==> src/include/pdxu_pkg.sv <==
package pdxu_pkg;
   localparam logic [31:0] SEL_VALID_MASK = 32'h0000_05FF;
   localparam logic [3:0] BIT_BATT = 4'h0;
   localparam logic [3:0] BIT_PROG = 4'h1;
   localparam logic [3:0] BIT_INFO = 4'h2;
   localparam logic [3:0] BIT_FRAM = 4'h3;
   localparam logic [3:0] BIT_LOG_LO = 4'h4;
   localparam logic [3:0] BIT_LOG_HI = 4'h5;
   localparam logic [3:0] BIT_TEMP = 4'h6;
   localparam logic [3:0] BIT_PRES = 4'h7;
   localparam logic [3:0] BIT_LOG_FULL = 4'h8;
   localparam logic [3:0] BIT_BOOT = 4'hA;
   localparam int NUM_TESTS = 11;
   localparam int STAT_BUSY_BIT = 7;
   localparam logic [31:0] SEL_RESET = 32'h0000_0000;
   localparam logic [31:0] FAIL_RESET = 32'h0000_0000;
   // battery reading is in millivolts
   localparam logic [15:0] BATT_MIN_MV = 16'h0C1C;
   localparam logic [31:0] TEMP_MIN = 32'h0074_0000;
   localparam logic [31:0] TEMP_MAX = 32'h00E5_0000;
   localparam logic [31:0] PRES_MIN = 32'h0081_0000;
   localparam logic [31:0] PRES_MAX = 32'h0B00_0000;
   localparam logic [1:0] ADC_BATT = 2'h0;
   localparam logic [1:0] ADC_TEMP = 2'h1;
   localparam logic [1:0] ADC_PRES = 2'h2;
   localparam logic [1:0] DEV_FRAM = 2'h0;
   localparam logic [1:0] DEV_LOG_LO = 2'h1;
   localparam logic [1:0] DEV_LOG_HI = 2'h2;
   localparam logic [23:0] SEG_MASK = 24'h00_01FF;
   localparam logic [24:0] PAGE_MASK = 25'h1FF_F000;
   localparam logic [24:0] PAGE_STEP = 25'h000_1000;
   localparam logic [7:0] PAT_A = 8'h55;
   localparam logic [7:0] PAT_B = 8'hAA;
   localparam logic [23:0] PROG_BASE = 24'h00_0000;
   localparam logic [23:0] INFO_BASE = 24'h80_0000;
   localparam logic [23:0] BOOT_BASE = 24'hC0_0000;
   localparam logic [23:0] CK_LONG_BYTES = 24'h00_0004;
   localparam logic [23:0] CK_SHORT_BYTES = 24'h00_0002;
   localparam logic [31:0] CK_SHORT_MASK = 32'h0000_FFFF;
   localparam logic [31:0] CK_LONG_MASK = 32'hFFFF_FFFF;
   localparam logic [7:0] EXC_ILL_FUNC = 8'h01;
   localparam logic [7:0] EXC_ILL_ADDR = 8'h02;
   localparam logic [7:0] EXC_ILL_DATA = 8'h03;
   localparam logic [7:0] EXC_BUSY = 8'h06;
   localparam logic [7:0] EXC_FIELD = 8'h80;
   localparam logic [7:0] EXC_WR_ONLY = 8'h81;
   localparam logic [7:0] EXC_WR_VALUE = 8'h84;
   localparam logic [7:0] EXC_UNK_PROBE = 8'hB0;
   localparam logic [7:0] EXC_BAD_STR = 8'hB1;
   localparam logic [7:0] EXC_LONG_STR = 8'hB2;
   localparam logic [7:0] EXC_PROBE_TMO = 8'hB3;
   localparam logic [7:0] EXC_CRC_IN = 8'hB4;
   localparam logic [7:0] EXC_CRC_OUT = 8'hB5;
   localparam logic [7:0] EXC_PROBE_FLT = 8'hB6;
   localparam logic [7:0] CB_OFS_CRC = 8'h07;
   localparam logic [7:0] CB_OFS_FLT = 8'h38;

   typedef enum logic [2:0] {
      S_IDLE = 3'b000,
      S_PICK = 3'b001,
      S_ADC = 3'b010,
      S_CK = 3'b011,
      S_MEM = 3'b100,
      S_MWAIT = 3'b101
   } pdxu_main_st_type;

   typedef struct packed {
      pdxu_main_st_type st;
      logic [31:0] sel;
      logic [31:0] fail;
      logic [10:0] pend;
      logic [3:0] idx;
      logic hi;
      logic [1:0] ch;
      logic [23:0] fl_addr;
      logic [23:0] cnt;
      logic [31:0] sum;
      logic [31:0] stored;
   } pdxu_main_type;

   typedef enum logic {
      M_IDLE = 1'b0,
      M_RUN = 1'b1
   } pdxu_mt_st_type;

   typedef struct packed {
      pdxu_mt_st_type st;
      logic [2:0] ph;
      logic [23:0] addr;
      logic [7:0] orig;
      logic [1:0] dev;
      logic partial;
      logic [24:0] span;
      logic fail;
      logic done;
   } pdxu_mt_type;

   typedef struct packed {
      logic valid;
      logic [7:0] dev_addr;
      logic fn_ok;
      logic range_ok;
      logic struct_ok;
      logic field_ok;
      logic read_wo;
      logic val_bad;
      logic probe_use;
      logic busy;
      logic probe_unknown;
      logic bad_str;
      logic long_str;
      logic probe_tmo;
      logic crc_in_bad;
      logic probe_reply;
      logic [7:0] cb_rx;
      logic [7:0] cb_exp;
   } pdxu_req_type;

   typedef struct packed {
      logic valid;
      logic except;
      logic [7:0] code;
      logic reject;
   } pdxu_ans_type;
endpackage

==> src/design/pdxu_exc.sv <==
`timescale 1ns/1ps
module pdxu_exc (
   input wire logic i_clk,
   input wire logic i_rst_b,
   input wire pdxu_pkg::pdxu_req_type i_req,
   input wire logic [7:0] i_own_addr,
   input wire logic i_fw_update,
   input wire logic i_diag_busy,
   output pdxu_pkg::pdxu_ans_type o_ans
);
   pdxu_pkg::pdxu_ans_type q, d;
   logic [7:0] cb_diff;

   always_comb begin
      d = '0;
      cb_diff = i_req.cb_rx - i_req.cb_exp;
      if (i_req.valid && (i_req.dev_addr == i_own_addr) && !i_fw_update) begin
         d.valid = 1'b1;
         d.except = 1'b1;
         if (!i_req.fn_ok) begin
            d.code = pdxu_pkg::EXC_ILL_FUNC;
         end else if (i_req.probe_use && i_diag_busy) begin
            d.code = pdxu_pkg::EXC_ILL_FUNC;
         end else if (!i_req.range_ok) begin
            d.code = pdxu_pkg::EXC_ILL_ADDR;
         end else if (!i_req.struct_ok) begin
            d.code = pdxu_pkg::EXC_ILL_DATA;
         end else if (!i_req.field_ok) begin
            d.code = pdxu_pkg::EXC_FIELD;
         end else if (i_req.read_wo) begin
            d.code = pdxu_pkg::EXC_WR_ONLY;
         end else if (i_req.val_bad) begin
            d.code = pdxu_pkg::EXC_WR_VALUE;
            d.reject = 1'b1;
         end else if (i_req.busy) begin
            d.code = pdxu_pkg::EXC_BUSY;
         end else if (i_req.probe_unknown) begin
            d.code = pdxu_pkg::EXC_UNK_PROBE;
         end else if (i_req.bad_str) begin
            d.code = pdxu_pkg::EXC_BAD_STR;
         end else if (i_req.long_str) begin
            d.code = pdxu_pkg::EXC_LONG_STR;
         end else if (i_req.probe_tmo) begin
            d.code = pdxu_pkg::EXC_PROBE_TMO;
         end else if (i_req.crc_in_bad) begin
            d.code = pdxu_pkg::EXC_CRC_IN;
         end else if (i_req.probe_reply && (cb_diff == pdxu_pkg::CB_OFS_CRC)) begin
            d.code = pdxu_pkg::EXC_CRC_OUT;
         end else if (i_req.probe_reply && (cb_diff == pdxu_pkg::CB_OFS_FLT)) begin
            d.code = pdxu_pkg::EXC_PROBE_FLT;
         end else if (i_req.probe_reply && (cb_diff != 8'h00)) begin
            d.code = pdxu_pkg::EXC_CRC_IN;
         end else begin
            d.except = 1'b0;
         end
      end
   end

   always_ff @(posedge i_clk) begin
      if (!i_rst_b) begin
         q <= '0;
      end else begin
         q <= d;
      end
   end

   assign o_ans = q;
endmodule

==> src/design/pdxu_memtest.sv <==
`timescale 1ns/1ps
module pdxu_memtest (
   input wire logic i_clk,
   input wire logic i_rst_b,
   input wire logic i_start,
   input wire logic [1:0] i_dev,
   input wire logic i_partial,
   input wire logic [24:0] i_span,
   output logic o_done,
   output logic o_fail,
   output logic o_mem_req,
   output logic o_mem_we,
   output logic [1:0] o_mem_dev,
   output logic [23:0] o_mem_addr,
   output logic [7:0] o_mem_wdata,
   input wire logic i_mem_ack,
   input wire logic [7:0] i_mem_rdata
);
   pdxu_pkg::pdxu_mt_type q, d;
   logic [24:0] nxt;

   always_comb begin
      d = q;
      d.done = 1'b0;
      nxt = {1'b0, q.addr} + 25'h000_0001;
      // skip to next page after segment
      if (q.partial && ((q.addr & pdxu_pkg::SEG_MASK) == pdxu_pkg::SEG_MASK)) begin
         nxt = ({1'b0, q.addr} & pdxu_pkg::PAGE_MASK) + pdxu_pkg::PAGE_STEP;
      end
      case (q.st)
         pdxu_pkg::M_IDLE: begin
            if (i_start) begin
               d.st = pdxu_pkg::M_RUN;
               d.ph = 3'h0;
               d.addr = 24'h00_0000;
               d.dev = i_dev;
               d.partial = i_partial;
               d.span = i_span;
               d.fail = 1'b0;
            end
         end
         pdxu_pkg::M_RUN: begin
            if (i_mem_ack) begin
               d.ph = q.ph + 3'h1;
               case (q.ph)
                  3'h0: d.orig = i_mem_rdata;
                  3'h2: begin
                     if (i_mem_rdata != pdxu_pkg::PAT_A) begin
                        d.fail = 1'b1;
                     end
                  end
                  3'h4: begin
                     if (i_mem_rdata != pdxu_pkg::PAT_B) begin
                        d.fail = 1'b1;
                     end
                  end
                  3'h5: begin
                     d.ph = 3'h0;
                     d.addr = nxt[23:0];
                     if (nxt >= q.span) begin
                        d.st = pdxu_pkg::M_IDLE;
                        d.done = 1'b1;
                     end
                  end
                  default: ;
               endcase
            end
         end
         default: d.st = pdxu_pkg::M_IDLE;
      endcase
   end

   always_ff @(posedge i_clk) begin
      if (!i_rst_b) begin
         q <= '0;
      end else begin
         q <= d;
      end
   end

   assign o_done = q.done;
   assign o_fail = q.fail;
   assign o_mem_req = (q.st == pdxu_pkg::M_RUN);
   assign o_mem_we = q.ph[0] | (q.ph == 3'h5);
   assign o_mem_dev = q.dev;
   assign o_mem_addr = q.addr;
   // restore original byte last
   assign o_mem_wdata = (q.ph == 3'h1) ? pdxu_pkg::PAT_A :
                        (q.ph == 3'h3) ? pdxu_pkg::PAT_B : q.orig;
endmodule

==> src/design/pdxu_top.sv <==
`timescale 1ns/1ps
module pdxu_top #(
   parameter int PROG_LEN = 65536,
   parameter int INFO_LEN = 256,
   parameter int BOOT_LEN = 8192,
   parameter int FRAM_BYTES = 32768,
   parameter int LOG_BYTES = 4194304
) (
   input wire logic I_MCLK,
   input wire logic I_RST_B,
   input wire logic I_SEL_WR,
   input wire logic [31:0] I_SEL_WDATA,
   output logic [31:0] O_SEL_VEC,
   output logic [31:0] O_FAIL_VEC,
   output logic [15:0] O_STATUS,
   output logic O_PROBE_BLOCK,
   output logic O_ADC_REQ,
   output logic [1:0] O_ADC_CH,
   input wire logic I_ADC_ACK,
   input wire logic [31:0] I_ADC_DATA,
   output logic O_FL_REQ,
   output logic [23:0] O_FL_ADDR,
   input wire logic I_FL_ACK,
   input wire logic [7:0] I_FL_DATA,
   output logic O_MEM_REQ,
   output logic O_MEM_WE,
   output logic [1:0] O_MEM_DEV,
   output logic [23:0] O_MEM_ADDR,
   output logic [7:0] O_MEM_WDATA,
   input wire logic I_MEM_ACK,
   input wire logic [7:0] I_MEM_RDATA,
   input wire logic [7:0] I_OWN_ADDR,
   input wire logic I_FW_UPDATE,
   input wire pdxu_pkg::pdxu_req_type I_REQ,
   output pdxu_pkg::pdxu_ans_type O_ANS
);
   localparam logic [23:0] PROG_LEN_W = 24'(PROG_LEN);
   localparam logic [23:0] INFO_LEN_W = 24'(INFO_LEN);
   localparam logic [23:0] BOOT_LEN_W = 24'(BOOT_LEN);
   localparam logic [24:0] FRAM_SPAN = 25'(FRAM_BYTES);
   localparam logic [24:0] LOG_SPAN = 25'(LOG_BYTES);

   pdxu_pkg::pdxu_main_type q, d;
   logic busy;
   logic mt_start;
   logic [1:0] mt_dev;
   logic mt_partial;
   logic [24:0] mt_span;
   logic mt_done;
   logic mt_fail;
   logic [31:0] sel_run;
   logic [3:0] low_idx;
   logic [23:0] ck_len;
   logic [23:0] ck_n;
   logic [31:0] ck_mask;
   logic [31:0] sum_nxt;
   logic [31:0] stored_nxt;
   logic adc_bad;

   function automatic logic [3:0] lowest(input logic [10:0] v);
      logic [3:0] r;
      r = 4'h0;
      for (int i = pdxu_pkg::NUM_TESTS - 1; i >= 0; i--) begin
         if (v[i]) begin
            r = 4'(i);
         end
      end
      return r;
   endfunction

   // checksum region per selected test
   always_comb begin
      ck_len = PROG_LEN_W;
      ck_n = pdxu_pkg::CK_LONG_BYTES;
      ck_mask = pdxu_pkg::CK_LONG_MASK;
      if (q.idx == pdxu_pkg::BIT_INFO) begin
         ck_len = INFO_LEN_W;
         ck_n = pdxu_pkg::CK_SHORT_BYTES;
         ck_mask = pdxu_pkg::CK_SHORT_MASK;
      end else if (q.idx == pdxu_pkg::BIT_BOOT) begin
         ck_len = BOOT_LEN_W;
      end
   end

   // memory test setup per selected test
   always_comb begin
      mt_dev = pdxu_pkg::DEV_FRAM;
      mt_partial = 1'b0;
      mt_span = FRAM_SPAN;
      case (q.idx)
         pdxu_pkg::BIT_LOG_LO: begin
            mt_dev = pdxu_pkg::DEV_LOG_LO;
            mt_partial = 1'b1;
            mt_span = LOG_SPAN;
         end
         pdxu_pkg::BIT_LOG_HI: begin
            mt_dev = pdxu_pkg::DEV_LOG_HI;
            mt_partial = 1'b1;
            mt_span = LOG_SPAN;
         end
         pdxu_pkg::BIT_LOG_FULL: begin
            mt_dev = q.hi ? pdxu_pkg::DEV_LOG_HI : pdxu_pkg::DEV_LOG_LO;
            mt_span = LOG_SPAN;
         end
         default: ;
      endcase
   end

   // range checks on converter readings
   always_comb begin
      adc_bad = 1'b0;
      case (q.idx)
         pdxu_pkg::BIT_BATT: adc_bad = (I_ADC_DATA[15:0] < pdxu_pkg::BATT_MIN_MV);
         pdxu_pkg::BIT_TEMP: begin
            adc_bad = (I_ADC_DATA < pdxu_pkg::TEMP_MIN) || (I_ADC_DATA > pdxu_pkg::TEMP_MAX);
         end
         pdxu_pkg::BIT_PRES: begin
            adc_bad = (I_ADC_DATA < pdxu_pkg::PRES_MIN) || (I_ADC_DATA > pdxu_pkg::PRES_MAX);
         end
         default: adc_bad = 1'b0;
      endcase
   end

   always_comb begin
      d = q;
      sel_run = I_SEL_WDATA & pdxu_pkg::SEL_VALID_MASK;
      low_idx = lowest(q.pend);
      sum_nxt = q.sum;
      stored_nxt = q.stored;
      if (q.cnt < ck_len) begin
         sum_nxt = q.sum + {24'h00_0000, I_FL_DATA};
      end else begin
         stored_nxt = {q.stored[23:0], I_FL_DATA};
      end
      case (q.st)
         pdxu_pkg::S_IDLE: begin
            if (I_SEL_WR && (I_SEL_WDATA != 32'h0000_0000)) begin
               d.sel = I_SEL_WDATA;
               d.pend = sel_run[10:0];
               d.fail = pdxu_pkg::FAIL_RESET;
               d.st = pdxu_pkg::S_PICK;
            end else if (I_SEL_WR) begin
               d.sel = I_SEL_WDATA;
            end
         end
         pdxu_pkg::S_PICK: begin
            if (q.pend == 11'h000) begin
               d.st = pdxu_pkg::S_IDLE;
            end else begin
               d.idx = low_idx;
               d.pend[low_idx] = 1'b0;
               d.hi = 1'b0;
               d.cnt = 24'h00_0000;
               d.sum = 32'h0000_0000;
               d.stored = 32'h0000_0000;
               case (low_idx)
                  pdxu_pkg::BIT_BATT: begin
                     d.ch = pdxu_pkg::ADC_BATT;
                     d.st = pdxu_pkg::S_ADC;
                  end
                  pdxu_pkg::BIT_TEMP: begin
                     d.ch = pdxu_pkg::ADC_TEMP;
                     d.st = pdxu_pkg::S_ADC;
                  end
                  pdxu_pkg::BIT_PRES: begin
                     d.ch = pdxu_pkg::ADC_PRES;
                     d.st = pdxu_pkg::S_ADC;
                  end
                  pdxu_pkg::BIT_PROG: begin
                     d.fl_addr = pdxu_pkg::PROG_BASE;
                     d.st = pdxu_pkg::S_CK;
                  end
                  pdxu_pkg::BIT_INFO: begin
                     d.fl_addr = pdxu_pkg::INFO_BASE;
                     d.st = pdxu_pkg::S_CK;
                  end
                  pdxu_pkg::BIT_BOOT: begin
                     d.fl_addr = pdxu_pkg::BOOT_BASE;
                     d.st = pdxu_pkg::S_CK;
                  end
                  default: d.st = pdxu_pkg::S_MEM;
               endcase
            end
         end
         pdxu_pkg::S_ADC: begin
            if (I_ADC_ACK) begin
               d.fail[q.idx] = adc_bad;
               d.st = pdxu_pkg::S_PICK;
            end
         end
         pdxu_pkg::S_CK: begin
            if (I_FL_ACK) begin
               d.sum = sum_nxt;
               d.stored = stored_nxt;
               d.cnt = q.cnt + 24'h00_0001;
               d.fl_addr = q.fl_addr + 24'h00_0001;
               // compare sum with stored bytes
               if (q.cnt == (ck_len + ck_n - 24'h00_0001)) begin
                  d.fail[q.idx] = ((sum_nxt & ck_mask) != (stored_nxt & ck_mask));
                  d.st = pdxu_pkg::S_PICK;
               end
            end
         end
         pdxu_pkg::S_MEM: d.st = pdxu_pkg::S_MWAIT;
         pdxu_pkg::S_MWAIT: begin
            if (mt_done) begin
               if (mt_fail) begin
                  d.fail[q.idx] = 1'b1;
               end
               if ((q.idx == pdxu_pkg::BIT_LOG_FULL) && !q.hi) begin
                  d.hi = 1'b1;
                  d.st = pdxu_pkg::S_MEM;
               end else begin
                  d.st = pdxu_pkg::S_PICK;
               end
            end
         end
         default: d.st = pdxu_pkg::S_IDLE;
      endcase
   end

   always_ff @(posedge I_MCLK) begin
      if (!I_RST_B) begin
         q <= '0;
         q.sel <= pdxu_pkg::SEL_RESET;
         q.fail <= pdxu_pkg::FAIL_RESET;
      end else begin
         q <= d;
      end
   end

   assign busy = (q.st != pdxu_pkg::S_IDLE);
   assign mt_start = (q.st == pdxu_pkg::S_MEM);

   pdxu_memtest u_memtest (
      .i_clk(I_MCLK),
      .i_rst_b(I_RST_B),
      .i_start(mt_start),
      .i_dev(mt_dev),
      .i_partial(mt_partial),
      .i_span(mt_span),
      .o_done(mt_done),
      .o_fail(mt_fail),
      .o_mem_req(O_MEM_REQ),
      .o_mem_we(O_MEM_WE),
      .o_mem_dev(O_MEM_DEV),
      .o_mem_addr(O_MEM_ADDR),
      .o_mem_wdata(O_MEM_WDATA),
      .i_mem_ack(I_MEM_ACK),
      .i_mem_rdata(I_MEM_RDATA)
   );

   pdxu_exc u_exc (
      .i_clk(I_MCLK),
      .i_rst_b(I_RST_B),
      .i_req(I_REQ),
      .i_own_addr(I_OWN_ADDR),
      .i_fw_update(I_FW_UPDATE),
      .i_diag_busy(busy),
      .o_ans(O_ANS)
   );

   always_comb begin
      O_STATUS = 16'h0000;
      O_STATUS[pdxu_pkg::STAT_BUSY_BIT] = busy;
   end

   assign O_PROBE_BLOCK = busy;
   assign O_SEL_VEC = q.sel;
   assign O_FAIL_VEC = q.fail;
   assign O_ADC_REQ = (q.st == pdxu_pkg::S_ADC);
   assign O_ADC_CH = q.ch;
   assign O_FL_REQ = (q.st == pdxu_pkg::S_CK);
   assign O_FL_ADDR = q.fl_addr;
endmodule

==> config.mk <==
export PLATFORM = sky130hd
export DESIGN_NAME = pdxu_top
export DESIGN_NICKNAME = d
export VERILOG_FILES = /design/src/include/pdxu_pkg.sv /design/src/design/pdxu_exc.sv /design/src/design/pdxu_memtest.sv /design/src/design/pdxu_top.sv
export SDC_FILE = /design/constraint.sdc
export NUM_CORES = 1
export LEC_CHECK = 0
export BUFFER_PORTS_ARGS = -buffer_cell sky130_fd_sc_hd__buf_4
export CORE_UTILIZATION = 40
export DETAILED_ROUTE_END_ITERATION = 8
export GPL_TIMING_DRIVEN = 0
export SYNTH_ARGS = -nofsm -noshare
export SYNTH_HDL_FRONTEND = slang
export SYNTH_SLANG_ARGS = --single-unit
==> constraint.sdc <==
create_clock -name I_MCLK -period 3.8 [get_ports I_MCLK]
set_input_delay 0.57 -clock I_MCLK [delete_from_list [all_inputs] [get_ports I_MCLK]]
set_output_delay 0.57 -clock I_MCLK [all_outputs]
set_load 0.005 [all_outputs]
# Yosys cells after proc, flatten, opt, wreduce, memory -nomap -nowiden
# Cells that the tools add are included.
# classes
add_sub_neg	9
magnitude_cmp	11
eq_ne	45
n_mux	112
n_bitwise	14
n_reduce_logical	54
# ops
operator	count
2-to-1 mux 32 bit	10
case mux 112 bit (2 select lines)	1
2-to-1 mux 8 bit	19
2-to-1 mux 130 bit	1
case mux 32 bit (4 select lines)	1
2-to-1 mux 112 bit	1
case mux 24 bit (3 select lines)	1
bitwise AND 32 bit	2
bitwise mux 32 bit	2
2-to-1 mux 28 bit	2
case mux 28 bit (2 select lines)	1
adder 24 x 1 -> 24 bit (second input constant)	2
2-to-1 mux 4 bit	11
2-to-1 mux 43 bit	1
2-to-1 mux 36 bit	1
2-to-1 mux 1 bit	34
2-to-1 mux 17 bit	2
adder 32 x 8 -> 32 bit	1
greater-than comparator 32 x 24 -> 1 bit (second input constant)	1
greater-than comparator 32 x 28 -> 1 bit (second input constant)	1
less-than comparator 32 x 23 -> 1 bit (second input constant)	1
less-than comparator 32 x 24 -> 1 bit (second input constant)	1
!= test 32 bit	1
OR 32 x 16 -> 32 bit	1
69 further kinds	146
# word_totals
register_bits	272
input_bits	134
output_inout_bits	156

# Logic depth before layout (Yosys ltp)
# Gate-level depths: netlist of the first run.
# logic_depth
ltp_word	20
ltp_mapped	18
mapped_depth_nobuf	15

# Modules after synthesis
# Synthesis of the first run repeated with hierarchy kept, for this count alone.
# hier_totals
cells_unflattened	2208
hier_area_um2	17010.1
# by_module_without_submodules
module	n_inst	cells_per_inst	area_each_um2
pdxu_top	1	1551	12006.5
pdxu_memtest	1	526	3980.1
pdxu_exc	1	131	1023.5

# Worst setup path after synthesis of the first run
# No wires, ideal clock.
# synth_timing
path_type	reg2reg
start	register q[117] (netlist bit)
end	register q, in the netlist O_FAIL_VEC[3]
arrival_time_ps	3740
setup_slack_ps	-66
path_stages_with_launch	18
n_path_buf	2
path_cell_list	dfxtp_1 > clkbuf_1 > nor2_1 > nand2_1 > inv_1 > ha_1 > or4b_4 > o211ai_4 > nand2_4 > or4_4 > or3_1 > a21oi_2 > o211ai_2 > a21oi_1 > a41o_1 > buf_6 > a21boi_1 > o22ai_1
# synth_between
elab_chain_len	11
# synth_lines
element	line_no	source
start, declared	pdxu_top.sv:43	pdxu_pkg::pdxu_main_type q, d;
parallel branches: the longest is 11 deep, another holds adder 24 x 3 -> 24 bit	--	
# Parallel ways; which one is timed is not known. The select of a mux whose other input is x is not followed.
# A chain may end at the register's enable or synchronous reset.

# Worst setup path in the final report of the first run
# layout_timing
start	register q[117] (netlist bit)
end	register q, in the netlist O_FAIL_VEC[1]
# Same word-level chain as after synthesis.

==> results of run 1 <==
==> layout make-up <==
type / count / area, um2
Clock buffer: 39 / 843
Clock inverter: 15 / 160
Sequential cell: 248 / 4970
Multi-Input combinational cell: 1442 / 9300
Fill cell: 3684 / 17900
Inverter: 51 / 194
Timing Repair Buffer: 304 / 2340
Tap cell: 511 / 639
Buffer: 228 / 1390
==> metal layers <==
layer | wire length, um | track usage [%]
met4 | 1400 | 7.61
met3 | 4260 | 4.84
met5 | 0 | 0
met1 | 21800 | 31.9
met2 | 23200 | 42.1
==> placed cells by master, fill, tap and decap left out, types with 21 or more instances in the layout <==
master     instances
a21oi_1           82
xnor2_1           50
and2_1            43
ha_1              25
inv_1             48
xor2_1            67
nor2_1           147
nand3_1           51
clkbuf_16         29
dfxtp_1          245
o21ai_0           98
nand2_1          212
nand2b_1          21
mux2i_1           21
and3_1            22
a21boi_0          58
nor2b_1           94
clkbuf_1          86
a22oi_1           51
nor4_1            31
nor3_1            53
nand4_1           27
buf_4            434
==> where the power goes <==
part	internal [mW]	switching, mW	total (mW)
Sequential	2.75	0.106	2.85
Combinational	1.10	1.81	2.91
Clock	1.70	1.21	2.91
Total	5.55	3.13	8.67
==> synthesized netlist by cell type (27+ instances only) <==
cell type,instances,area share (%)
xnor2_1,50,2.8
a22oi_1,54,2.6
nand3_1,53,1.7
o21ai_0,101,3.3
nor2b_1,95,3.9
nor2_1,152,3.7
xor2_1,68,3.9
a21boi_0,62,3.0
a21oi_1,85,2.8
buf_4,135,6.6
ha_1,27,2.2
nand4_1,27,1.1
and2_1,44,1.8
nor3_1,57,1.9
inv_1,49,1.2
nand2_1,214,5.2
clkbuf_1,90,2.2
nor4_1,33,1.3
dfxtp_1,248,32
==> sequential cells by signal, summed over array words and instances (netlist names) <==
register,count
u_memtest.o_mem_addr,24
q,107
O_FL_ADDR,24
O_SEL_VEC,32
u_memtest.o_mem_dev,2
O_FAIL_VEC,32
u_exc.o_ans,8
u_memtest.o_fail,1
u_memtest.o_mem_req,1
u_memtest.o_done,1
O_ADC_CH,2
u_memtest.q,14
==> cell families after synthesis <==
family,count (synthesis),share of synthesized area [%]
flip-flops,248,32.3
AND/OR/NAND/NOR,806,26.9
adder cells (fa/ha/maj),29,2.46
buffers and inverters,283,10.4
multiplexers,23,1.50
AO/OA/AOI/OAI,443,19.3
XOR/XNOR,121,7.17
other,1,0.0244
==> worst reg2reg max path, cell delays in order (launching register included) <==
cell      delay [ns]
dfxtp_4         0.36
nand2b_4        0.15
nand2b_4        0.16
ha_4            0.17
or4b_4          0.51
o211ai_4        0.22
buf_12          0.16
nand2_8         0.07
or4_4           0.56
or3_4           0.36
a21oi_4         0.18
o211ai_4        0.14
a21oi_2         0.17
a41o_1          0.19
buf_6           0.13
a21boi_2        0.17
o22ai_2         0.08
==> how the worst max path moves through the flow <==
stage,endpoint,depth (start not counted)
6_report,O_FAIL_VEC[1],16
4_1_cts,O_FAIL_VEC[10],15
3_3_place_gp,O_FAIL_VEC[3],17
5_1_grt,O_FAIL_VEC[11],19
3_5_place_dp,O_FAIL_VEC[10],15
2_1_floorplan,O_FAIL_VEC[3],16
==> repair_timing <==
item | CTS | global route
pin swaps | 25 | 28
gates cloned | 1 | 2
setup buffers | 26 | 6
gates resized for setup | 41 | 57
setup endpoints to repair | 36 | 43
hold buffers | 0 | 0
==> stage by stage <==
| step | setup slack, ns | TNS (ns) | util [%] | cell area [um2] |
|---|---|---|---|---|
| global route | -0.186 | -2.23 | 52.5 | 19800 |
| detailed placement | -0.848 | -14.09 | 48.0 | 18100 |
| global placement | -0.845 | -13.54 | 48.0 | 18100 |
| finish | -0.0798 | -0.605 | 52.5 | 19800 |
| CTS | -0.131 | -0.492 | 51.7 | 19500 |
| floorplan | 0.0187 | 0 | - | 15400 |
==> impl_metrics.py, run 1 <==
metrics = {
    "run_status": {
        "status": "finished with violations",
        "violations": "setup timing",
    },
    "floorplanning": {
        "ios": 290,
        "core-area_um2": 37800,
        "design.die.area_um2": 39200,
        "die_y_um": 198,
        "num_rows": 71,
        "die_w_um": 198,
        "initial_utilization_pct": 40.7,
    },
    "min_path": {
        "whs_path_depth": 2,
        "min_from": "I_REQ[24]",
        "hold_class": "primary input to register",
        "min_to": "u_exc.o_ans[5]",
    },
    "timing": {
        "hold_viol": 0,
        "worst_pin_slew_ns": 1.17,
        "slew_headroom_pct": 21.3,
        "setup_violations": 14,
        "fin_crit_sh_pct": 102,
        "drv_slew": 0,
        "fmax_ghz": 0.258,
        "period_needed_ns": 3.88,
        "grt_setup_unrepaired": "true",
        "setup_slack_ns": -0.0798,
        "worst_hold_slack_ns": 0.213,
        "skew_ns": 0.00996,
    },
    "place": {
        "place.gp.congestion": 0.923,
        "post-dp-hpwl_um": 37800,
        "place.port_buffers": 272,
        "post-place-cells": 2753,
    },
    "worst_setup_path": {
        "reg2reg_depth": 16,
        "worstSetupPathType": "register to register",
        "end_kind": "register",
        "cp_cell_sequence": "nand2b_4 -> nand2b_4 -> ha_4 -> or4b_4 -> o211ai_4 -> buf_12 -> nand2_8 -> or4_4 -> or3_4 -> a21oi_4 -> o211ai_4 -> a21oi_2 -> a41o_1 -> buf_6 -> a21boi_2 -> o22ai_2",
        "cpPeakStageDelay_ns": 0.56,
        "rr_endpoint": "O_FAIL_VEC[1]",
        "slowest_stage": "or4_4",
        "cp.required_ns": 4.25,
        "cp_top_family": "simple AND/OR/NAND/NOR gates",
        "r2r_start": "q[117]",
        "r2r_slack_ns": -0.08,
        "worst_setup_path_start_kind": "register",
        "crit_fanout": 5,
        "worstSetupStartpoint": "q[117]",
        "worst-path-buf-inv": 2,
        "critPathArrivalTime_ns": 4.33,
    },
    "layout": {
        "stdcell_count": 2838,
        "drive_above_1_share_pct": 25.4,
        "nets": 2467,
        "antenna-diode-count": 0,
        "syn_to_final_growth_pct": 29.1,
    },
    "clock_tree": {
        "cts_buffer_depth": 3,
        "path_clk_slew_ns": 0.06,
        "root_buffer": "clkbuf_16",
        "cts_buffers": 29,
        "clock_latency_ns": 0.57,
        "cts_sinks": 248,
        "h-tree-depth": 1,
        "cts_tree": "built",
    },
    "flow_run": {
        "drv_cap": 0,
    },
    "grt": {
        "grt_antenna_before_repair": 0,
        "grt_pass1_wl_um": 78000,
        "overflow": 0,
        "grt_max_degree": 15,
        "grt_pass1_vias": 14700,
        "grt_use_total_pct": 24.9,
    },
    "drt": {
        "dr.pass1.iters": 5,
        "wire_per_inst_um": 17.9,
        "drcViolationCount": 0,
        "routed_wl_um": 50700,
        "dr.first_iter.drc_count": 1080,
        "num_vias": 15300,
        "ant_nets": 0,
        "viasPerCell": 5.40,
    },
    "synth": {
        "synthCells": 1954,
        "ys_seq_area_share_pct": 32.3,
        "synth_edf_count": 0,
        "synth.distinct_cells": 93,
        "synthesis.area_um2": 15400,
        "yosysWarnings": 0,
        "async_flop_share_pct": 0,
        "syn_area_per_cell_um2": 7.87,
        "synth_ff_type": "dfxtp_1",
        "ys_ff_latch": 248,
    },
    "power_and_ir_drop": {
        "p_leak_nw": 8.18,
        "peakVddDrop_mv": 0.390,
        "powerDensity_nw_per_um2": 437,
        "finalPower_mw": 8.67,
    },
}
No activity file was read; power rests on OpenSTA's default activity.
==> inputs of run 2 (changes only) <==
--- a/config.mk
+++ b/config.mk
@@ -9,6 +9,7 @@
 export CORE_UTILIZATION = 40
 export DETAILED_ROUTE_END_ITERATION = 8
 export GPL_TIMING_DRIVEN = 0
+export RECOVER_POWER = 25
 export SYNTH_ARGS = -nofsm -noshare
 export SYNTH_HDL_FRONTEND = slang
 export SYNTH_SLANG_ARGS = --single-unit
==> run 2 against run 1 <==
Net effect:
- the run still ends with setup timing left
- fmax shrank 0.15%
- combinational power is essentially flat
- register-to-register slack is essentially flat
- clock power is essentially flat
- via count grew 0.16%
- critical endpoint unchanged
- largest power group is now clock
- highest routed layer unchanged
==> impl_metrics.py, run 2 (same netlist as run 1, synthesis figures left out) <==
metrics = {
    "flow_run": {
        "drv_cap": 0,
    },
    "timing": {
        "period_needed_ns": 3.89,
        "slew_headroom_pct": 20.8,
        "worst_hold_slack_ns": 0.215,
        "worst_pin_slew_ns": 1.18,
        "grt_setup_unrepaired": "true",
        "finalSetupTns_ns": -0.690,
        "fin_crit_sh_pct": 102,
        "drv_slew": 0,
        "fmax_ghz": 0.257,
        "setup_violations": 14,
        "hold_viol": 0,
        "skew_ns": 0.0105,
        "setup_slack_ns": -0.0856,
    },
    "clock_tree": {
        "cts_buffers": 29,
        "root_buffer": "clkbuf_16",
        "cts-hold-fix-buffers": 0,
        "cts_tree": "built",
        "h-tree-depth": 1,
        "cts_buffer_depth": 3,
        "path_clk_slew_ns": 0.06,
        "cts_sinks": 248,
        "clock_latency_ns": 0.57,
    },
    "worst_setup_path": {
        "worstSetupPathType": "register to register",
        "cp.required_ns": 4.25,
        "r2r_slack_ns": -0.09,
        "critPathArrivalTime_ns": 4.34,
        "end_kind": "register",
        "crit_fanout": 5,
        "worst_setup_path_start_kind": "register",
    },
    "place": {
        "place_area_um2": 18100,
        "place.port_buffers": 272,
        "place.gp.congestion": 0.923,
        "post-place-cells": 2753,
        "place_ws_ns": -0.848,
        "post-dp-hpwl_um": 37800,
    },
    "grt": {
        "grt_max_degree": 15,
        "overflow": 0,
        "grt_antenna_before_repair": 0,
        "grt_pass1_vias": 14700,
        "grt_use_total_pct": 24.9,
        "grt_pass1_wl_um": 78000,
    },
    "layout": {
        "final_core_util_pct": 52.3,
        "final_area_um2": 19700,
        "syn_to_final_growth_pct": 28.4,
        "mostFrequentLayoutCell": "buf_4",
        "final_cell_mix": "buf_4 (342), dfxtp_1 (245), nand2_1 (212)",
        "nets": 2467,
        "antenna-diode-count": 0,
        "multiInputGateArea_um2": 9300,
        "stdcell_count": 2838,
        "regArea_um2": 4970,
        "largest_register": "q",
        "drive_above_1_share_pct": 24.2,
        "largest_reg_flops": 107,
        "fillers": 3721,
    },
    "drt": {
        "dr.first_iter.drc_count": 1156,
        "drcViolationCount": 0,
        "dr.pass1.iters": 8,
        "wire_per_inst_um": 17.8,
        "viasPerCell": 5.41,
        "routed_wl_um": 50500,
        "ant_nets": 0,
        "num_vias": 15400,
    },
    "floorplanning": {
        "die_w_um": 198,
        "num_rows": 71,
        "initial_utilization_pct": 40.7,
        "core-area_um2": 37800,
        "design.die.area_um2": 39200,
        "ios": 290,
        "die_y_um": 198,
    },
    "run_status": {
        "status": "finished with violations",
        "violations": "setup timing",
    },
    "min_path": {
        "hold_class": "primary input to register",
    },
    "power_and_ir_drop": {
        "powerDensity_nw_per_um2": 438,
        "peakVddDrop_mv": 0.389,
        "finalPower_mw": 8.64,
        "p_leak_nw": 8.02,
    },
}
[run 2: cell count changes in the layout (fill, tap and decap cells not counted)]
cell | before | now
buf_4 | 434 | 342
clkbuf_1 | 86 | 114
clkbuf_4 | 1 | 65
[run 2: layout make-up]
class                   instances  share of cell area, %
repair buffers                304                   11.4
clock inverters                15                  0.812
well taps                     511                   3.24
inverters                      51                  0.983
multi-input cells            1442                   47.1
clock buffers                  39                   4.27
flip-flops and latches        248                   25.2
plain buffers                 228                   6.97
[run 2: critical path: stages (launching register included)]
cell,delay (ns)
dfxtp_4,0.36
nand2b_4,0.15
nand2b_4,0.16
ha_4,0.17
or4b_4,0.52
o211ai_4,0.22
buf_12,0.16
nand2_8,0.07
or4_4,0.56
or3_4,0.36
a21oi_4,0.18
o211ai_4,0.14
a21oi_2,0.16
a41o_1,0.19
buf_6,0.13
a21boi_2,0.17
o22ai_2,0.08
[run 2: final timing paths]
kind,start,endpoint,depth (start not counted)
worst min register to register,O_FAIL_VEC[30],O_FAIL_VEC[30],1
worst min-delay path,I_REQ[24],u_exc.o_ans[5],2
worst max register to register,q[117],O_FAIL_VEC[1],16
worst max-delay path,q[117],O_FAIL_VEC[1],16
[run 2: where the power goes]
part	leakage (nW)	total, mW	internal, mW	switching [mW]
Sequential	2.01	2.85	2.75	0.104
Combinational	5.54	2.88	1.07	1.81
Clock	0.480	2.91	1.70	1.21
Total	8.02	8.64	5.52	3.12
[run 2: repair_timing]
item / 4_1_cts / 5_1_grt
resized for setup: 41 / 57
setup endpoints to repair: 36 / 43
pin swaps: 25 / 28
buffers inserted: 26 / 6
gates cloned: 1 / 2
[run 2: metal layers]
layer	vias up	track usage (%)	share of wire, %
met4	0	7.61	2.8
li1	7428	-	-
met1	7245	31.9	43
met2	589	42.1	46
met3	99	4.84	8.1
met5	-	0	0
